--- src/rtl/ats_pkg.sv ---
package ats_pkg;

    // Clocking and converter clock limits
    localparam int SYS_CLK_HZ     = 250_000_000;
    localparam int CLK_PERIOD_NS  = 4;
    localparam int ADC_CLK_MAX_HZ = 10_000_000;
    localparam int ADC_DIV_STEP   = 4;
    localparam int ADC_DIV_MIN    = ((SYS_CLK_HZ / ADC_CLK_MAX_HZ) / ADC_DIV_STEP) * ADC_DIV_STEP + ADC_DIV_STEP;

    // Prescaler settling time and its least cycle count
    localparam int SETTLE_TIME_NS = 10_000;
    localparam int SETTLE_CYC     = (SETTLE_TIME_NS + CLK_PERIOD_NS - 1) / CLK_PERIOD_NS;

    // Threshold arithmetic
    localparam int          CODE_W        = 12;
    localparam int          CODE_LOG2     = 12;
    localparam int          CODE_LEVELS   = 4096;
    localparam logic [11:0] CODE_FULL     = 12'hFFF;
    localparam int          SF_NUM        = 5;
    localparam int          SF_DEN_LOG2   = 5;
    localparam int          CUR_GAIN      = 10;
    localparam int          MV_PER_V      = 1000;
    localparam int          TEMP_Q_LOG2   = 16;
    localparam real         DIODE_A       = 2.30258;
    localparam real         DIODE_B       = 0.0000087248;
    localparam real         TEMP_GAIN     = 12.5;
    localparam int          TEMP_KG_Q16   = int'(DIODE_A * DIODE_B * TEMP_GAIN * 1000.0 * 65536.0);
    localparam int          NUM_W         = 48;
    localparam int          DEN_W         = 32;

    // Prescaler ranges: index 0 is the 16 V range, each step halves the range
    localparam int          RANGE_TOP_MV  = 16000;
    localparam int          RANGE_CNT     = 8;
    localparam logic [2:0]  RANGE_4V      = 3'h2;
    localparam logic [2:0]  RANGE_16V     = 3'h0;

    // Register offsets
    localparam logic [7:0] OFS_CTRL      = 8'h00;
    localparam logic [7:0] OFS_USER_THR  = 8'h04;
    localparam logic [7:0] OFS_RESISTOR  = 8'h08;
    localparam logic [7:0] OFS_VREF      = 8'h0C;
    localparam logic [7:0] OFS_VMAX      = 8'h10;
    localparam logic [7:0] OFS_ACQ       = 8'h14;
    localparam logic [7:0] OFS_STATUS    = 8'h18;
    localparam logic [7:0] OFS_THRESHOLD = 8'h1C;
    localparam logic [7:0] OFS_ADC_DIV   = 8'h20;
    localparam logic [7:0] OFS_RAW       = 8'h24;

    // Control field positions
    localparam int CTRL_START_BIT = 8;
    localparam int CTRL_DIV_LSB   = 12;

    // Reset values
    localparam logic [15:0] VREF_RST = 16'h0A00;
    localparam logic [15:0] VMAX_RST = 16'h3E80;
    localparam logic [15:0] ACQ_RST  = 16'h09C4;

    typedef enum logic [1:0] {
        ATS_MON_VOLT,
        ATS_MON_CURR,
        ATS_MON_DIFF,
        ATS_MON_TEMP
    } ats_mon_t;

    typedef enum logic [1:0] {
        ATS_RES_12,
        ATS_RES_10,
        ATS_RES_8,
        ATS_RES_RSVD
    } ats_res_t;

    typedef struct packed {
        logic [3:0] div_mult;
        logic [1:0] rsvd;
        logic       on_temp_pad;
        logic       neg_polarity;
        ats_res_t   res;
        ats_mon_t   mon;
    } ats_ctrl_t;

    localparam ats_ctrl_t CTRL_RST = '{div_mult: 4'h0, rsvd: 2'h0, on_temp_pad: 1'b0,
                                       neg_polarity: 1'b0, res: ATS_RES_12, mon: ATS_MON_VOLT};

endpackage : ats_pkg

--- src/rtl/ats_threshold.sv ---
`timescale 1ns/1ps
// Function
// - One code step is the reference divided by 4096 and the arithmetic always runs at 12 bits.
// - A voltage threshold is the user voltage times the scaling factor of the chosen range over the code step.
// - A current or differential threshold is user current times resistor times a gain of ten over the code step.
// - A temperature threshold is kelvin times the diode constant 2.30258 x 0.0000087248 times a gain of 12.5.
// - A raw temperature result reads as kelvin at 4 K, 1 K or 0.25 K per step for 8, 10 or 12 bits.
// - The threshold is masked: nothing at 12 bits, bits 1:0 at 10 bits, bits 3:0 at 8 bits.
// - The prescaler range comes from the maximum input voltage, eight factors from 0.15625 to 20.0.
// - A maximum voltage above a range's nominal value selects the next higher range.
// - Negative polarity uses the same ranges and factors.
// - The converter clock uses dividers in steps of four and stays below 10 MHz.
// - A voltage monitor on a temperature_pad only gets the 4 V or 16 V range.
module ats_threshold
    import ats_pkg::*;
(
    input  wire logic        clk_sys,
    input  wire logic        sys_rst,
    input  wire logic [7:0]  reg_addr,
    input  wire logic [31:0] reg_wdata,
    input  wire logic        reg_wr,
    input  wire logic        reg_rd,
    output logic      [31:0] reg_rdata,
    output logic      [11:0] threshold_code,
    output logic             threshold_valid,
    output logic      [2:0]  prescale_range,
    output logic             adc_clk_en
);

    typedef enum logic [2:0] {
        ATS_ST_IDLE,
        ATS_ST_PREP,
        ATS_ST_CHECK,
        ATS_ST_DIVIDE,
        ATS_ST_FINISH
    } ats_state_t;

    ats_ctrl_t          ctrl_reg;
    logic [23:0]        user_thr_reg;
    logic [15:0]        resistor_reg;
    logic [15:0]        vref_reg;
    logic [15:0]        vmax_reg;
    logic [15:0]        acq_reg;
    logic [11:0]        raw_reg;
    logic               start_reg;

    ats_state_t         state_reg;
    logic [NUM_W-1:0]   num_reg;
    logic [DEN_W-1:0]   den_reg;
    logic [NUM_W-1:0]   num_next;
    logic [DEN_W-1:0]   den_next;
    logic [11:0]        quot_reg;
    logic [3:0]         bit_reg;
    logic               sat_reg;
    logic               busy_reg;
    logic               done_reg;
    logic [NUM_W-1:0]   trial;
    logic               sat_hit;
    ats_res_t           res_hold_reg;

    logic [2:0]         range_reg;
    logic [2:0]         range_next;
    logic               over_reg;
    logic               over_next;
    logic [RANGE_CNT-1:0] fits_range;
    logic               acq_short_reg;

    logic [7:0]         div_eff_reg;
    logic [7:0]         div_cnt_reg;
    logic [7:0]         div_req;

    logic [13:0]        kelvin_q;

    // Code mask by resolution
    function automatic logic [11:0] ats_mask(input logic [11:0] code, input ats_res_t res);
        logic [11:0] m;
        m = code;
        case (res)
            ATS_RES_10: m[1:0] = 2'h0;
            ATS_RES_8:  m[3:0] = 4'h0;
            default:    m = code;
        endcase
        return m;
    endfunction : ats_mask

    // Register writes
    always_ff @(posedge clk_sys) begin
        if (sys_rst) begin
            ctrl_reg     <= CTRL_RST;
            user_thr_reg <= 24'h000000;
            resistor_reg <= 16'h0000;
            vref_reg     <= VREF_RST;
            vmax_reg     <= VMAX_RST;
            acq_reg      <= ACQ_RST;
            raw_reg      <= 12'h000;
        end else begin
            if (reg_wr) begin
                case (reg_addr)
                    // Start and reserved bits are not stored
                    OFS_CTRL: begin
                        ctrl_reg.div_mult     <= reg_wdata[CTRL_DIV_LSB +: 4];
                        ctrl_reg.rsvd         <= 2'h0;
                        ctrl_reg.on_temp_pad  <= reg_wdata[5];
                        ctrl_reg.neg_polarity <= reg_wdata[4];
                        ctrl_reg.res          <= ats_res_t'(reg_wdata[3:2]);
                        ctrl_reg.mon          <= ats_mon_t'(reg_wdata[1:0]);
                    end
                    OFS_USER_THR: user_thr_reg <= reg_wdata[23:0];
                    OFS_RESISTOR: resistor_reg <= reg_wdata[15:0];
                    OFS_VREF:     vref_reg     <= reg_wdata[15:0];
                    OFS_VMAX:     vmax_reg     <= reg_wdata[15:0];
                    OFS_ACQ:      acq_reg      <= reg_wdata[15:0];
                    OFS_RAW:      raw_reg      <= reg_wdata[11:0];
                    default:      ;
                endcase
            end
        end
    end

    // One-cycle start strobe from a write of the start bit
    always_ff @(posedge clk_sys) begin
        if (sys_rst) begin
            start_reg <= 1'b0;
        end else begin
            start_reg <= reg_wr && (reg_addr == OFS_CTRL) && reg_wdata[CTRL_START_BIT];
        end
    end

    // One comparator per prescaler range; exactly the nominal value keeps that range
    for (genvar g = 0; g < RANGE_CNT; g++) begin : g_range_fit
        assign fits_range[g] = (vmax_reg <= 16'(RANGE_TOP_MV >> g));
    end

    // Range from the maximum magnitude; polarity plays no part
    always_comb begin
        range_next = RANGE_16V;
        over_next  = !fits_range[0];
        for (int k = 0; k < RANGE_CNT; k++) begin
            if (fits_range[k]) begin
                range_next = 3'(k);
            end
        end
        if (ctrl_reg.on_temp_pad) begin
            range_next = fits_range[RANGE_4V] ? RANGE_4V : RANGE_16V;
        end
    end

    always_ff @(posedge clk_sys) begin
        if (sys_rst) begin
            range_reg      <= RANGE_16V;
            over_reg       <= 1'b0;
            prescale_range <= RANGE_16V;
        end else begin
            range_reg      <= range_next;
            over_reg       <= over_next;
            prescale_range <= range_reg;
        end
    end

    // Flag acquisition settings too short for prescaler settling
    always_ff @(posedge clk_sys) begin
        if (sys_rst) begin
            acq_short_reg <= 1'b0;
        end else begin
            acq_short_reg <= (acq_reg < 16'(SETTLE_CYC));
        end
    end

    // Numerator and denominator; code = num / den in the 12-bit domain
    always_comb begin
        num_next = '0;
        den_next = '0;
        case (ctrl_reg.mon)
            ATS_MON_VOLT: begin
                // mV x 5/32 x 2^range x 4096 / Vref(mV)
                num_next = ((NUM_W'(user_thr_reg[15:0]) * NUM_W'(SF_NUM)) << range_reg)
                           << (CODE_LOG2 - SF_DEN_LOG2);
                den_next = DEN_W'(vref_reg);
            end
            ATS_MON_CURR, ATS_MON_DIFF: begin
                // mA x milliohm x 10 gives uV
                num_next = NUM_W'(user_thr_reg[15:0]) * NUM_W'(resistor_reg)
                           * NUM_W'(CUR_GAIN * CODE_LEVELS);
                den_next = DEN_W'(vref_reg) * DEN_W'(MV_PER_V);
            end
            ATS_MON_TEMP: begin
                // Kelvin x diode constant x 12.5, held in mV at Q16
                num_next = (NUM_W'(user_thr_reg[15:0]) * NUM_W'(TEMP_KG_Q16))
                           << CODE_LOG2;
                den_next = DEN_W'(vref_reg) << TEMP_Q_LOG2;
            end
            default: begin
                num_next = '0;
                den_next = '0;
            end
        endcase
    end

    assign trial = NUM_W'(den_reg) << bit_reg;

    // Quotient would not fit in 12 bits
    assign sat_hit = (num_reg >= {4'h0, den_reg, 12'h000});

    // Threshold sequencer: restoring division, one quotient bit a cycle
    always_ff @(posedge clk_sys) begin
        if (sys_rst) begin
            state_reg <= ATS_ST_IDLE;
            num_reg   <= '0;
            den_reg   <= '0;
            quot_reg  <= 12'h000;
            bit_reg      <= 4'h0;
            res_hold_reg <= ATS_RES_12;
        end else begin
            case (state_reg)
                ATS_ST_IDLE: begin
                    if (start_reg) begin
                        quot_reg  <= 12'h000;
                        state_reg <= ATS_ST_PREP;
                    end
                end
                ATS_ST_PREP: begin
                    // Operands and resolution are frozen here so later writes cannot skew the result
                    num_reg      <= num_next;
                    den_reg      <= den_next;
                    res_hold_reg <= ctrl_reg.res;
                    state_reg    <= ATS_ST_CHECK;
                end
                ATS_ST_CHECK: begin
                    if (sat_hit) begin
                        quot_reg  <= CODE_FULL;
                        state_reg <= ATS_ST_FINISH;
                    end else begin
                        bit_reg   <= 4'(CODE_W - 1);
                        state_reg <= ATS_ST_DIVIDE;
                    end
                end
                ATS_ST_DIVIDE: begin
                    if (num_reg >= trial) begin
                        num_reg           <= num_reg - trial;
                        quot_reg[bit_reg] <= 1'b1;
                    end
                    if (bit_reg == 4'h0) begin
                        state_reg <= ATS_ST_FINISH;
                    end else begin
                        bit_reg <= bit_reg - 4'h1;
                    end
                end
                ATS_ST_FINISH: begin
                    state_reg <= ATS_ST_IDLE;
                end
                default: state_reg <= ATS_ST_IDLE;
            endcase
        end
    end

    // Status flags; starts are only taken in idle, so a finish and a start never meet
    always_ff @(posedge clk_sys) begin
        if (sys_rst) begin
            busy_reg <= 1'b0;
            done_reg <= 1'b0;
            sat_reg  <= 1'b0;
        end else if (state_reg == ATS_ST_IDLE && start_reg) begin
            busy_reg <= 1'b1;
            done_reg <= 1'b0;
            sat_reg  <= 1'b0;
        end else if (state_reg == ATS_ST_CHECK && sat_hit) begin
            sat_reg <= 1'b1;
        end else if (state_reg == ATS_ST_FINISH) begin
            busy_reg <= 1'b0;
            done_reg <= 1'b1;
        end
    end

    // Published threshold, masked with the resolution captured with the operands
    always_ff @(posedge clk_sys) begin
        if (sys_rst) begin
            threshold_code  <= 12'h000;
            threshold_valid <= 1'b0;
        end else if (state_reg == ATS_ST_FINISH) begin
            threshold_code  <= ats_mask(quot_reg, res_hold_reg);
            threshold_valid <= 1'b1;
        end else if (start_reg && state_reg == ATS_ST_IDLE) begin
            threshold_valid <= 1'b0;
        end
    end

    // Converter clock enable, divider a multiple of four and never below the minimum
    // Divider request in system clock cycles
    assign div_req = {2'h0, ctrl_reg.div_mult, 2'h0};

    always_ff @(posedge clk_sys) begin
        if (sys_rst) begin
            div_eff_reg <= 8'(ADC_DIV_MIN);
            div_cnt_reg <= 8'h00;
            adc_clk_en  <= 1'b0;
        end else begin
            div_eff_reg <= (div_req < 8'(ADC_DIV_MIN)) ? 8'(ADC_DIV_MIN) : div_req;
            // A shortened divider ends the current period at once rather than wrapping
            if (div_cnt_reg >= div_eff_reg - 8'h01) begin
                div_cnt_reg <= 8'h00;
                adc_clk_en  <= 1'b1;
            end else begin
                div_cnt_reg <= div_cnt_reg + 8'h01;
                adc_clk_en  <= 1'b0;
            end
        end
    end

    // Raw temperature result in quarter kelvin
    always_comb begin
        case (ctrl_reg.res)
            ATS_RES_10: kelvin_q = {2'h0, raw_reg[9:0], 2'h0};
            ATS_RES_8:  kelvin_q = {2'h0, raw_reg[7:0], 4'h0};
            default:    kelvin_q = {2'h0, raw_reg};
        endcase
    end

    // Read data, one cycle after the strobe
    always_ff @(posedge clk_sys) begin
        if (sys_rst) begin
            reg_rdata <= 32'h00000000;
        end else if (reg_rd) begin
            case (reg_addr)
                OFS_CTRL:      reg_rdata <= {16'h0000, ctrl_reg.div_mult, 6'h00, ctrl_reg.on_temp_pad,
                                             ctrl_reg.neg_polarity, ctrl_reg.res, ctrl_reg.mon};
                OFS_USER_THR:  reg_rdata <= {8'h00, user_thr_reg};
                OFS_RESISTOR:  reg_rdata <= {16'h0000, resistor_reg};
                OFS_VREF:      reg_rdata <= {16'h0000, vref_reg};
                OFS_VMAX:      reg_rdata <= {16'h0000, vmax_reg};
                OFS_ACQ:       reg_rdata <= {16'h0000, acq_reg};
                OFS_STATUS:    reg_rdata <= {24'h000000, range_reg, acq_short_reg, over_reg,
                                             sat_reg, done_reg, busy_reg};
                OFS_THRESHOLD: reg_rdata <= {20'h00000, threshold_code};
                OFS_ADC_DIV:   reg_rdata <= {24'h000000, div_eff_reg};
                OFS_RAW:       reg_rdata <= {18'h00000, kelvin_q};
                default:       reg_rdata <= 32'h00000000;
            endcase
        end else begin
            reg_rdata <= 32'h00000000;
        end
    end

endmodule : ats_threshold

--- config.mk ---
export PLATFORM = sky130hd
export DESIGN_NAME = ats_threshold
export DESIGN_NICKNAME = d
export VERILOG_FILES = /design/src/rtl/ats_pkg.sv /design/src/rtl/ats_threshold.sv
export SDC_FILE = /design/constraint.sdc
export NUM_CORES = 2
export LEC_CHECK = 0
export BUFFER_PORTS_ARGS = -buffer_cell sky130_fd_sc_hd__buf_2
export CORE_UTILIZATION = 69
export DETAILED_ROUTE_END_ITERATION = 8
export PLACE_DENSITY = 0.87
export RECOVER_POWER = 100
export SLEW_MARGIN = 25
export SYNTH_ARGS = -nofsm -noshare
export SYNTH_HDL_FRONTEND = slang
export SYNTH_SLANG_ARGS = --single-unit
--- constraint.sdc ---
create_clock -name clk_sys -period 16.9 [get_ports clk_sys]
set_clock_uncertainty 0.05 [all_clocks]
set_input_delay 2.535 -clock clk_sys [delete_from_list [all_inputs] [get_ports clk_sys]]
set_output_delay 2.535 -clock clk_sys [all_outputs]
set_load 0.005 [all_outputs]
==> metrics list <==
* Cell count after synthesis: 4060
* Ports: 93
- Worst endpoint data arrival time: 10.69 ns
- Leakage power of the design: 16.4 nW
- Dividing total power by cell area gives a power density of 51.5 mW/mm².
* IO buf count: 76
- The count of nets left with antenna violations once routing finished came out at 0.
* Post-Layout Cell Count: 4632
- 1st-pass router iterations: 7
- The max-slew violation count is 354.
- The Yosys step of the flow raised 0 warnings.
* Total number of placement rows: 79
- Root buffer selected by CTS: clkbuf_16
* Most common cell type on the critical path: fa_1
* Number of storage elements in the synthesis netlist: 273
- Most area-hungry cell type in the Yosys netlist: dfxtp_1
- Worst hold path class: reg -> reg
* Layout area overhead: 5.08%
- The critical path is of the reg -> reg type.
- The total area inside the core boundary comes to 0.0470 mm².
* Slowest library cell on the worst path: clkbuf_1
- Using the TritonRoute via totals, the vias-per-cell ratio works out to roughly 6.7.
* Period minus WS final: 10.28 ns
* Max reg flops: 48
- Clock latency at the later pin of the worst-skew pair: 0.60 ns
- After detailed routing, the average wire length per cell comes to 22.2 µm.
- Placed cells: 4577
- In this run the number of H-tree levels came out at 1.
- CTS tree: built
- In this design, the stage delay of the slowest critical-path cell is 0.75 ns.
* Most used flip-flop cell after synthesis: dfxtp_1
- The first global-routing pass estimated 163000 µm of wire.
- After clock tree synthesis, the clock-pin slew on the worst setup and hold paths is ~0.070 ns.
- Setup Total Neg Slack: 0 ns
- The worst setup path is captured at a flop.
- Post-synth EDFFs: 0
- The final route contains 30900 vias.
* Async SR Flop Fraction: 0%
- The initial utilization of the core area, before any placement, comes to 70.5%.
* Longest Clk Path Bufs: 3
- Across all register-to-register paths, the minimum setup slack is roughly 6.6 ns.
- Wires add up to approximately 100000 µm.
- Counting the buffers created by CTS gives 28.
- Synth unique cells: 97
- For this block, the initial DRC count from the detailed router was about 4000.
* Slew @ Worst Pin: 4.32 ns
* Final cell utilization of the core: approximately 74%
* RSZ-0062 raised after global routing: no
* Net count, final: 4738
- Final number of setup-violating endpoints: 0
- Largest net degree at the start of global routing: 97
- The worst setup path is launched from a flop.
* Commonest cells in the synthesized netlist: 640 x nand2_1, 426 x ha_1, 416 x inv_1
- Ratio of cells with drive above 1 in the final layout: 5.47%
- Failing checks: capacitance limit, slew limit
- DRC: 0
- Proportion of netlist area held by the largest area contributor: 16.5%
* Leading cell types by total area after synthesis: dfxtp_1 17%, fa_1 16%, ha_1 16%, nand2_1 7.3%, inv_1 4.7%
- Of the available clock period, the critical path in the final layout requires 60.8%.
- IR drop worst, VDD: about 0.098 mV
* Post-Synthesis Mean Instance Area: 8.15 µm²
* Global-route usage over all layers: 41.9%
* Max cap viols: 5
- Buffers added to address setup during post-CTS repair amount to 0.
* Dpl hpwl: 76600 µm
- Number of antenna violations at the first check in global routing: 0
* Number of gates resized after CTS: 0
- Leading cell type by number of instances after synthesis: nand2_1
- The hold violation total from the final report is 0.
- Measured against its own limit, the worst slew margin works out to -188%.
- Final GP Congestion: 1.04
* Via count of the first global-routing pass: 30400
- Die Height: between 200 and 250 µm
- The die is 221 µm wide.
* Clock sink count: 273
- Of the synthesized area, sequential elements account for approximately 17%.
- Cts hold-fix bufs: 0
- Required time worst endpoint: between 15 and 20 ns
* Overall die area: 0.0489 mm²
- Maximum fanout along the worst path: 13
- Global-route congestion overflow total: 0
* Max frequency: about 97 MHz
- After synthesis the cells add up to 0.0331 mm².
- Outcome: finished, violations left
layer usage:
metal	global-route usage, %	vias to the layer above	routed length, µm
met3	10.6	490	13300
met5	0	-	0
met1	53.6	14500	38600
met4	23.8	0	6870
met2	64.6	2125	44300
li1	-	13800	-
path summary, 6_finish.rpt:
kind	from	end	cells after the start
worst min register to register	user_thr_reg[16]	user_thr_reg[16]	2
worst max register to register	user_thr_reg[2]	num_reg[47]	31
worst min-delay path	user_thr_reg[16]	user_thr_reg[16]	2
worst max-delay path	user_thr_reg[2]	num_reg[47]	31
stage by stage:
stage	hold slack (ns)	setup slack, ns	power (mW)	cell area, µm²
2_1_floorplan	0.380	8.65	0.953	33100
3_3_place_gp	0.384	7.82	1.05	33700
3_5_place_dp	0.392	7.65	1.06	33700
4_1_cts	0.401	7.55	1.78	34800
5_1_grt	0.429	6.24	1.84	34800
6_report	0.404	6.62	1.79	34800
cells by family after synthesis:
logic type      share of synthesized area (%)
mux                                      2.99
buf+inv                                  7.40
compound gates                           19.0
fa+ha+maj                                32.3
other cells                            0.0113
simple gates                             17.7
xor+xnor                                 4.18
flops                                    16.5
area by class of cell:
type | instances | area, µm²
well taps | 607 | 759
fillers | 3347 | 12200
diodes | 2 | 5.00
multi-input cells | 3158 | 25200
repair buffers | 120 | 683
clock buffers | 37 | 805
clock inverters | 15 | 287
flip-flops and latches | 273 | 5470
inverters | 420 | 1580
critical path, delay by kind of cell, from the launching register on:
kind | cells | cell delay (ns)
adder cells (fa/ha/maj) | 8 | 4.17
AO/OA/AOI/OAI | 11 | 2.66
buffers and inverters | 4 | 0.96
AND/OR/NAND/NOR | 6 | 0.94
flip-flops | 1 | 0.70
XOR/XNOR | 2 | 0.63
power breakdown:
group | internal (mW) | switching (mW) | leakage [nW]
Clock | 0.444 | 0.287 | 0.530
Sequential | 0.651 | 0.0105 | 2.20
Combinational | 0.148 | 0.250 | 13.7
Total | 1.24 | 0.547 | 16.4
layout by cell type, fill, tap and decap left out, drive strengths merged, types with 14 or more instances in the layout:
cell    Yosys  routed
nor2b      29      29
nor3       52      52
mux2i      47      47
and2      136     136
clkbuf    184      65
inv       418     419
nand3      75      75
a221oi     50      50
nand3b     25      25
nand4      23      23
o21a       30      30
a21o       74      74
a22o       30      30
fa        267     267
o21ai     143     143
a21oi     314     314
a22oi      55      55
buf        32      92
o21bai     19      19
o211ai     14      14
ha        426     426
nor2      194     194
a211oi     63      63
xor2       53      53
and3       23      23
nand2b     26      26
xnor2     104     104
dfxtp     273     273
a31oi      53      53
mux4       20      20
nand2     641     641
No activity file was read; power rests on OpenSTA's default activity.
